$ cat config.mk
export PLATFORM = sky130hd
export DESIGN_NAME = popx_exec
export DESIGN_NICKNAME = d
export VERILOG_FILES = /design/src/logic/popx_pkg.sv /design/src/logic/popx_decode.sv /design/src/logic/popx_exec.sv
export SDC_FILE = /design/constraint.sdc
export NUM_CORES = 1
export LEC_CHECK = 0
export BUFFER_PORTS_ARGS = -buffer_cell sky130_fd_sc_hd__buf_2
export CORE_MARGIN = 4
export CORE_UTILIZATION = 40
export DETAILED_ROUTE_END_ITERATION = 8
export GPL_TIMING_DRIVEN = 1
export PLACE_DENSITY_LB_ADDON = 0.08
export SYNTH_ARGS = -nofsm -noshare
export SYNTH_HDL_FRONTEND = slang
export SYNTH_SLANG_ARGS = --single-unit
$ cat constraint.sdc
create_clock -name clock -period 1.6 [get_ports clock]
set_clock_uncertainty 0.15 [all_clocks]
set_input_delay 0.08 -clock clock [delete_from_list [all_inputs] [get_ports clock]]
set_output_delay 0.08 -clock clock [all_outputs]
set_load 0.005 [all_outputs]
$ cat src/logic/popx_pkg.sv
// Package with opcodes, widths, reset values and carrier types of the port and power-off decoder.
// Notes on behaviour
// - Port-two output opcode copies accumulator to output port two in one cycle.
// - OR opcode ORs accumulator with pointed memory nibble into accumulator, carry kept.
// - First power-off opcode enters clock operating mode when armed just before.
// - Second power-off opcode enters RAM back-up mode when armed just before.
// - No-operation only advances program counter by one and clears the arming flag.
package popx_pkg;
  localparam int          NIB_W          = 4;
  localparam int          OP_W           = 10;
  localparam int          PC_W           = 14;
  localparam logic [9:0]  OP_PORT_TWO    = 10'h222;
  localparam logic [9:0]  OP_OR_MEM      = 10'h019;
  localparam logic [9:0]  OP_CLOCK_OFF   = 10'h002;
  localparam logic [9:0]  OP_RAM_OFF     = 10'h008;
  // Arming opcode is not fixed here; the default value is arbitrary.
  localparam logic [9:0]  OP_ARM_DEFAULT = 10'h05b;
  localparam logic [3:0]  NIB_RESET      = 4'h0;
  localparam logic [13:0] PC_RESET       = 14'h0000;
  localparam logic [13:0] PC_STEP        = 14'h0001;

  typedef enum logic [2:0] {
    POPX_RUN        = 3'b001,
    POPX_CLOCK_MODE = 3'b010,
    POPX_RAM_BACKUP = 3'b100
  } popx_mode_type;

  typedef struct packed {
    logic        valid;
    logic [9:0]  opcode;
    logic [3:0]  mem_nibble;
  } popx_instr_type;
endpackage

$ cat src/logic/popx_decode.sv
// Combinational opcode decoder of the port and power-off instructions.
`timescale 1ns/10ps
module popx_decode
  import popx_pkg::*;
#(
  parameter logic [9:0] OP_ARM = OP_ARM_DEFAULT
) (
  input  wire logic [9:0] opcode,
  output logic            is_port_two,
  output logic            is_or_mem,
  output logic            is_clock_off,
  output logic            is_ram_off,
  output logic            is_arm
);
  always_comb begin
    is_port_two  = (opcode == OP_PORT_TWO);
    is_or_mem    = (opcode == OP_OR_MEM);
    is_clock_off = (opcode == OP_CLOCK_OFF);
    is_ram_off   = (opcode == OP_RAM_OFF);
    is_arm       = (opcode == OP_ARM);
  end
endmodule

$ cat src/logic/popx_exec.sv
// Execution unit of the port-two output, OR, arming and power-off instructions.
`timescale 1ns/10ps
module popx_exec
  import popx_pkg::*;
#(
  parameter logic [9:0] OP_ARM = OP_ARM_DEFAULT
) (
  input  wire logic           clock,
  input  wire logic           rst,
  input  wire logic           clk_en,
  input  wire popx_instr_type instr,
  output logic [3:0]          output_port_two,
  output logic [3:0]          acc,
  output logic                carry_flag,
  output logic [13:0]         pc,
  output logic                arm_flag,
  output logic                clock_mode,
  output logic                ram_backup
);
  logic [3:0]    acc_q;
  logic [3:0]    acc_d;
  logic [3:0]    port_q;
  logic [13:0]   pc_q;
  logic          arm_q;
  logic          carry_q;
  popx_mode_type mode_q;
  popx_mode_type mode_d;
  logic          clock_mode_q;
  logic          ram_backup_q;
  logic          is_port_two;
  logic          is_or_mem;
  logic          is_clock_off;
  logic          is_ram_off;
  logic          is_arm;
  logic          step;

  popx_decode #(.OP_ARM(OP_ARM)) u_decode (
    .opcode       (instr.opcode),
    .is_port_two  (is_port_two),
    .is_or_mem    (is_or_mem),
    .is_clock_off (is_clock_off),
    .is_ram_off   (is_ram_off),
    .is_arm       (is_arm)
  );

  // Instructions run only while the core is awake and enabled.
  assign step = clk_en && instr.valid && (mode_q == POPX_RUN);

  always_comb begin
    acc_d = acc_q;
    if (is_or_mem) begin
      acc_d = acc_q | instr.mem_nibble;
    end
  end

  always_comb begin
    mode_d = mode_q;
    if (arm_q && is_clock_off) begin
      mode_d = POPX_CLOCK_MODE;
    end else if (arm_q && is_ram_off) begin
      mode_d = POPX_RAM_BACKUP;
    end
  end

  always_ff @(posedge clock) begin
    if (rst) begin
      acc_q <= NIB_RESET;
    end else if (step) begin
      acc_q <= acc_d;
    end
  end

  always_ff @(posedge clock) begin
    if (rst) begin
      port_q <= NIB_RESET;
    end else if (step && is_port_two) begin
      port_q <= acc_q;
    end
  end

  // Carry is held by this unit only to show that none of these opcodes touch it.
  always_ff @(posedge clock) begin
    if (rst) begin
      carry_q <= 1'b0;
    end else begin
      carry_q <= carry_q;
    end
  end

  always_ff @(posedge clock) begin
    if (rst) begin
      pc_q <= PC_RESET;
    end else if (step) begin
      pc_q <= pc_q + PC_STEP;
    end
  end

  always_ff @(posedge clock) begin
    if (rst) begin
      arm_q <= 1'b0;
    end else if (step) begin
      arm_q <= is_arm;
    end
  end

  // Without arming, mode_d keeps mode_q, so a power-off opcode is a plain step.
  always_ff @(posedge clock) begin
    if (rst) begin
      mode_q <= POPX_RUN;
    end else if (step) begin
      mode_q <= mode_d;
    end
  end

  // The mode outputs have flip-flops of their own so that no decode sits before the pins.
  always_ff @(posedge clock) begin
    if (rst) begin
      clock_mode_q <= 1'b0;
    end else if (step) begin
      clock_mode_q <= (mode_d == POPX_CLOCK_MODE);
    end
  end

  always_ff @(posedge clock) begin
    if (rst) begin
      ram_backup_q <= 1'b0;
    end else if (step) begin
      ram_backup_q <= (mode_d == POPX_RAM_BACKUP);
    end
  end

  assign output_port_two = port_q;
  assign acc             = acc_q;
  assign carry_flag      = carry_q;
  assign pc              = pc_q;
  assign arm_flag        = arm_q;
  assign clock_mode      = clock_mode_q;
  assign ram_backup      = ram_backup_q;

  port_two_a: assert property (
    @(posedge clock) disable iff (rst)
    step && is_port_two |=> output_port_two == $past(acc_q))
    else $error("port two did not take the accumulator");

  port_kept_a: assert property (
    @(posedge clock) disable iff (rst)
    step && !is_port_two |=> $stable(port_q))
    else $error("port two changed without its opcode");

  or_result_a: assert property (
    @(posedge clock) disable iff (rst)
    step && is_or_mem |=> acc_q == ($past(acc_q) | $past(instr.mem_nibble)))
    else $error("accumulator OR result wrong");

  acc_kept_a: assert property (
    @(posedge clock) disable iff (rst)
    step && !is_or_mem |=> $stable(acc_q))
    else $error("accumulator changed without the OR opcode");

  clock_mode_a: assert property (
    @(posedge clock) disable iff (rst)
    step && arm_q && is_clock_off |=> clock_mode)
    else $error("armed clock-mode power-off not taken");

  clock_flag_a: assert property (
    @(posedge clock) disable iff (rst)
    clock_mode == (mode_q == POPX_CLOCK_MODE))
    else $error("clock mode output disagrees with the mode state");

  ram_backup_a: assert property (
    @(posedge clock) disable iff (rst)
    step && arm_q && is_ram_off |=> ram_backup)
    else $error("armed RAM back-up power-off not taken");

  ram_flag_a: assert property (
    @(posedge clock) disable iff (rst)
    ram_backup == (mode_q == POPX_RAM_BACKUP))
    else $error("RAM back-up output disagrees with the mode state");

  sleep_holds_a: assert property (
    @(posedge clock) disable iff (rst)
    mode_q != POPX_RUN |=> $stable(mode_q) && $stable(pc_q) && $stable(acc_q))
    else $error("state moved in a power-off mode");

  unarmed_nop_a: assert property (
    @(posedge clock) disable iff (rst)
    step && !arm_q && (is_clock_off || is_ram_off) |=> mode_q == POPX_RUN && $stable(acc_q))
    else $error("unarmed power-off changed state");

  unarmed_port_a: assert property (
    @(posedge clock) disable iff (rst)
    step && !arm_q && (is_clock_off || is_ram_off) |=> $stable(port_q) && !arm_q)
    else $error("unarmed power-off touched port or arming flag");

  pc_step_a: assert property (
    @(posedge clock) disable iff (rst)
    step |=> pc_q == $past(pc_q) + PC_STEP)
    else $error("program counter did not advance by one");

  carry_kept_a: assert property (
    @(posedge clock) disable iff (rst)
    step |=> $stable(carry_q))
    else $error("carry changed");

  arm_set_a: assert property (
    @(posedge clock) disable iff (rst)
    step && is_arm |=> arm_q)
    else $error("arming instruction did not set the flag");

  arm_oneshot_a: assert property (
    @(posedge clock) disable iff (rst)
    step ##1 (step && !is_arm) |=> !arm_q)
    else $error("arming flag outlived one instruction");

  frozen_a: assert property (
    @(posedge clock) disable iff (rst)
    !clk_en |=> $stable(pc_q) && $stable(port_q) && $stable(acc_q) && $stable(arm_q))
    else $error("state moved while clock enable low");

  reset_state_a: assert property (
    @(posedge clock)
    rst |=> pc_q == PC_RESET && acc_q == NIB_RESET && mode_q == POPX_RUN && !arm_q)
    else $error("state not cleared by reset");

  cov_port_c: cover property (@(posedge clock) step && is_port_two);
  cov_or_c: cover property (@(posedge clock) step && is_or_mem);
  cov_clock_c: cover property (@(posedge clock) step && arm_q && is_clock_off);
  cov_ram_c: cover property (@(posedge clock) step && arm_q && is_ram_off);
  cov_nop_c: cover property (@(posedge clock) step && !arm_q && is_ram_off);
endmodule

==> run metrics, run 1 <==
total count of max-transition violations in the final report=0; count of boundary I/O pins=44; nets=233; share of synthesized registers carrying an async set or reset=0%; area growth from synthesis to layout=50.0%; Initial DRT Pass Iterations=4; H-tree depth=1; crit-path cells=buf_12 -> nor3b_4 -> buf_6 -> nand2_2 -> or4_4 -> a21oi_2; Synth top cells by count=dfxtp_1, nor2_1, nand2_1, a21oi_1, nand2b_1; number of failing hold endpoints at the final stage=0; port buffer count=42; post-synth cell types=40; Setup crit end kind=flip-flop; wire length reported by the detailed router=3.43 mm; run status=finished, violations left; largest net degree at the start of global routing=33; flop and latch count out of synthesis=28; die outline height=65.3 µm; switch share=20.6%; maximum frequency from static timing analysis=599 MHz; initial antenna violation count=0; core area=3100 µm²; slowest library cell on the worst path=or4_4; reported net switching power=262 µW; TritonCTS clock tree=done; sum of overflow across all layers after global routing=0; First DRT Iteration DRCs=40; endpoints failing setup=3; number of buffers created by CTS=3; post-DP HPWL=2.36 mm; timing startpoint of the critical path=mode_q[2]; total number of placement rows=20; post-route clock period utilization=104%; total number of vias=1303; Static Leak=0.000845 µW; Netlist Area Pre-Place=1310 µm²; share of cells above drive strength 1=44.1%; post-synthesis area per instance=8.92 µm²; Die ar.=4260 µm²; count of nets left with antenna violations after detail routing=0; share of power burned in registers=55.5%; combinational power share=8.4%; Min-Delay Startpoint=instr[5]; post-route non-filler standard cell count=257; class of the worst hold path=primary input to flip-flop; number of enable flip-flop cells after synthesis=0; sequential-to-total area share from yosys stat=42.7%; launching element type of the critical path=flip-flop; largest buffer count on any clock path=2; Critical Setup Path Class=flip-flop to flip-flop; data arrival at the endpoint of the critical path=1790 ps; most repeated cell in the gate-level netlist after synthesis=dfxtp_1; failing checks=negative setup slack; Via-to-Cell Ratio=5.07; Internal Dissipation=1010 µW; Setup Total Neg Slack=-142 ps; vias in the first global route=1324; clock-pin transition on the worst setup and hold timing paths=150 ps; global-route wire length before repair=5.60 mm; worst path bufs/invs=2; Remaining DRCs=0; final worst setup slack=-70.5 ps; synthesized instance count=147; max incr delay on CP=420 ps; slew of the pin with the lowest slew margin=548 ps; worst vdd rail ir drop=0.525 mV; placed insts=242; Crit path max-delay family=simple AND/OR/NAND/NOR gates; effective utilization at floorplan=42.3%; Synth Flop Type=dfxtp_1; critical-path maximum fanout=3; FF-to-FF Start=mode_q[2]; clock latency on the worst-skew pair=320 ps; root buffer selected by CTS=clkbuf_4; antenna fix cells=0; Tmin final=1670 ps; Syn Nets=166; top-area cell type share of the netlist area=42.7%; gp weighted congestion=0.733; cell taking the most area after synthesis=dfxtp_1; Clock power frac=36.0%; WL/cell=13.3 µm; Die W=65.3 µm; Hold Worst Slack=38.2 ps; Yosys warning count=0; Worst EP required=1720 ps; unrepaired setup endpoints after global routing=yes; worst max-slew margin expressed relative to the limit=63.5%; MaxCap Viol Count=0; Pwr Density=644 nW/µm²; top post-synthesis cells by area=dfxtp_1, nor2_1, nand2b_1, xor2_1, a21oi_1; total global-route track usage=16.4%; CTS sink count=28
[sequential cells by signal, indices dropped and copies added, names as in the netlist]
name / flops
output_port_two: 4
ram_backup: 1
pc: 14
mode_q: 3
acc: 4
clock_mode: 1
arm_flag: 1
[final timing paths]
| kind | to | slack, ps | depth (start not counted) |
|---|---|---|---|
| worst max-delay path | pc[12] | -70 | 6 |
| worst min-delay path | acc[0] | 40 | 4 |
| worst max register to register | pc[12] | -70 | 6 |
| worst min register to register | clock_mode | 320 | 2 |
[layout by cell type, fill, tap and decap left out, types with 3 or more instances in the layout]
cell type / count
nand2b_1: 8
xor2_1: 5
clkbuf_4: 3
inv_1: 6
and4_4: 3
dfxtp_4: 3
nor2_1: 18
nand3_1: 5
nand2_1: 9
buf_4: 14
buf_2: 40
mux2i_1: 4
dlygate4sd3_1: 7
xnor2_1: 3
o21ai_1: 5
dfxtp_1: 23
buf_6: 5
a21oi_1: 6
nand4_1: 4
[cells by family after synthesis]
logic type	after synthesis	share of synthesized area [%]
xor+xnor	8	5.34
simple gates	73	33.2
other cells	1	0.286
compound gates	18	7.83
mux	6	4.77
fa+ha+maj	1	0.954
buf+inv	12	4.87
flops	28	42.7
[tightest hold or removal path: cells and delay by family]
family | cells | cell delay [ps]
buffers and inverters | 1 | 110
AND/OR/NAND/NOR | 2 | 220
AO/OA/AOI/OAI | 1 | 70
[metal layers]
metal / up-vias / global-route usage, % / wire length [µm]
met5: - / 0 / 0
met4: 0 / 5.96 / 18
met3: 2 / 2.39 / 208
met2: 36 / 30.7 / 1840
met1: 623 / 18.7 / 1360
li1: 642 / - / -
[final cells by class]
class	count	area, µm²
well taps	44	55.1
repair buffers	68	464
clock buffers	3	22.5
flip-flops and latches	28	574
fillers	290	1140
multi-input cells	107	798
clock inverters	1	30.0
inverters	6	22.5
[stage by stage]
stage	utilization [%]	setup slack (ps)	area, µm²	total power [µW]
after global routing	63.4	-114	1970	1320
after global placement	53.2	-36.3	1650	794
after floorplan	-	-22.5	1310	757
after CTS	60.0	-57.8	1860	1270
after detailed placement	53.2	-78.8	1650	796
final	63.4	-70.5	1970	1270
[power groups by stage]
stage	Combinational, µW	Clock, µW	Sequential, µW
final	107	457	704
after global routing	117	496	705
after global placement	74.7	0	719
after CTS	91.1	473	707
after detailed placement	76.3	0	719
after floorplan	37.4	0	720
[repair_timing]
item	CTS	global route
hold buffers	8	0
endpoints found under the hold margin	6	0
gates resized for setup	12	30
pin swaps	2	10
buffers inserted	2	1
endpoints found under the setup margin	7	18
(Power assumes the default switching activity.)
==> inputs of run 2 (changes only) <==
Settings changed: CORE_UTILIZATION 40 to 44.
==> run 2 against run 1 <==
Against the previous run:
- the flow still finishes with violations (negative setup slack)
- register-to-register slack improved by 60 ps
- global-route usage about the same
- total power up 0.23%
- core utilization up 2.9 points
- sequential power about the same
- highest routed layer unchanged
- clock-buffer cell count stayed put
- first-iteration DRC count up 73%
- die area is 8.0% lower
- setup slack better by 56 ps
- clock power up 2%
==> run metrics, run 2 (synthesis results as in run 1) <==
run status=finished, violations left; failing checks=negative setup slack; Die W=62.6 µm (-4.1%); Static Leak=0.000818 µW (-3.2%); slew of the pin with the lowest slew margin=520 ps (-27.8 ps); port buffer count=42 (unchanged); Remaining DRCs=0 (unchanged); vias in the first global route=1240 (-6.3%); post-route non-filler standard cell count=245 (-4.7%); placed insts=231 (-4.5%); largest net degree at the start of global routing=33 (unchanged); worst vdd rail ir drop=0.359 mV (-32%); top library cells by usage in the layout, fill and taps aside=buf_2, dfxtp_1, nor2_1, buf_4, nand2_1; largest buffer count on any clock path=2 (unchanged); Hold Worst Slack=30.7 ps (-7.46 ps); number of buffers created by CTS=3 (unchanged); sum of overflow across all layers after global routing=0 (unchanged); CTS sink count=28 (unchanged); class of the worst hold path=primary input to flip-flop; maximum frequency from static timing analysis=619 MHz (+3.4%); post-DP HPWL=2.21 mm (-6.5%); final worst setup slack=-14.9 ps (+55.6 ps); clock-pin transition on the worst setup and hold timing paths=150 ps (about the same); endpoints failing setup=2 (-1); unrepaired setup endpoints after global routing=yes; post-route clock period utilization=101% (-3.5 points); total number of placement rows=19 (-5.0%); nets=234 (+0.43%); root buffer selected by CTS=clkbuf_4; H-tree depth=1 (unchanged); Pwr Density=683 nW/µm² (+6.0%); critical-path maximum fanout=5 (+2); Initial DRT Pass Iterations=4 (unchanged); antenna fix cells=0 (unchanged); count of boundary I/O pins=44 (unchanged); Critical Setup Path Class=primary input to flip-flop; FF-to-FF Start=mode_q[2]; total global-route track usage=16.5% (+0.038 points); WL/cell=12.8 µm (-3.6%); First DRT Iteration DRCs=69 (+73%); area growth from synthesis to layout=41.8%; wire length reported by the detailed router=3.15 mm (-8.1%); Die ar.=3920 µm² (-8.0%); launching element type of the critical path=primary input; Setup crit end kind=flip-flop; initial antenna violation count=0 (unchanged); global-route wire length before repair=5.34 mm (-4.7%); die outline height=62.6 µm (-4.1%); total count of max-transition violations in the final report=0 (unchanged); clock latency on the worst-skew pair=330 ps (about the same); number of failing hold endpoints at the final stage=0 (unchanged); share of cells above drive strength 1=40.7% (-3.5 points); Worst EP required=1720 ps (about the same); total number of vias=1265 (-2.9%); Min-Delay Startpoint=instr[5]; Final Power=1270 µW (+0.23%); data arrival at the endpoint of the critical path=1730 ps (-60 ps); effective utilization at floorplan=46.7% (+4.5 points); MaxCap Viol Count=0 (unchanged); Via-to-Cell Ratio=5.16 (+1.8%); count of nets left with antenna violations after detail routing=0 (unchanged); gp weighted congestion=0.746 (+1.8%); most common library cell in the layout ignoring fill and taps=buf_2; timing startpoint of the critical path=clk_en; number of flip-flops under the largest register name=14 (unchanged); Tmin final=1610 ps (-55.6 ps); worst max-slew margin expressed relative to the limit=65.3% (+1.9 points); core area=2810 µm² (-9.6%); TritonCTS clock tree=done
==> run 2: changes by cell type in the layout (fill, tap and decap cells not counted), moves of 2 or more <==
cell,change
dfxtp_4,-3
buf_2,+2
dfxtp_2,+3
buf_4,+4
buf_6,-4
o21ai_0,+5
o21ai_1,-5
==> run 2: path summary, 6_finish.rpt <==
kind	slack, ps	cells past startpoint	to
hold / removal	30	4	acc[1]
setup reg to reg	-10	5	pc[9]
setup / recovery	-10	7	pc[9]
hold reg to reg	310	2	clock_mode
==> run 2: area by class of cell <==
cell class,count,area [µm²]
well taps,31,38.8
clock inverters,1,30.0
multi-input cells,107,742
fillers,248,946
inverters,6,22.5
repair buffers,69,437
flip-flops and latches,28,567
clock buffers,3,22.5
==> run 2: stage by stage <==
| stage | cell area (µm²) | setup slack, ps | setup TNS, ps | utilization, % |
|---|---|---|---|---|
| after CTS | 1820 | -29.1 | -40.4 | 64.9 |
| after global placement | 1650 | -18.5 | -80.3 | 58.8 |
| after global routing | 1860 | -97.2 | -265 | 66.3 |
| final | 1860 | -14.9 | -19.9 | 66.3 |
| after floorplan | 1310 | -22.5 | -22.5 | - |
| after detailed placement | 1650 | -83.0 | -286 | 58.8 |
==> run 2: what timing repair did <==
action                                  4_1_cts  5_1_grt
pin swaps                                     3        4
endpoints found under the setup margin        4       12
setup buffers                                 1        1
hold endpoints to repair                      7        0
gates resized for setup                      10        7
gates cloned                                  0        0
hold buffers                                  8        0
==> run 2: layer usage <==
| metal | routed length [µm] | global-route usage, % | share of wire, % | vias up |
|---|---|---|---|---|
| met2 | 1600 | 30.0 | 51 | 26 |
| met3 | 106 | 2.70 | 3.4 | 4 |
| met5 | 0 | 0 | 0 | - |
| met4 | 40 | 6.61 | 1.3 | 0 |
| met1 | 1410 | 19.0 | 45 | 591 |
| li1 | - | - | - | 644 |
==> run 2: power by group <==
part	internal, µW	switching, µW	total (µW)
registers	701	2.76	704
logic	51.3	47.9	99.2
clock network	254	213	467
==> run 2: worst max-delay path, cell delays in order <==
cell           delay [ps]
dlygate4sd3_1         520
buf_2                 140
nand4_1               140
or2_4                 310
buf_6                 120
or3_1                 300
a21oi_1               130
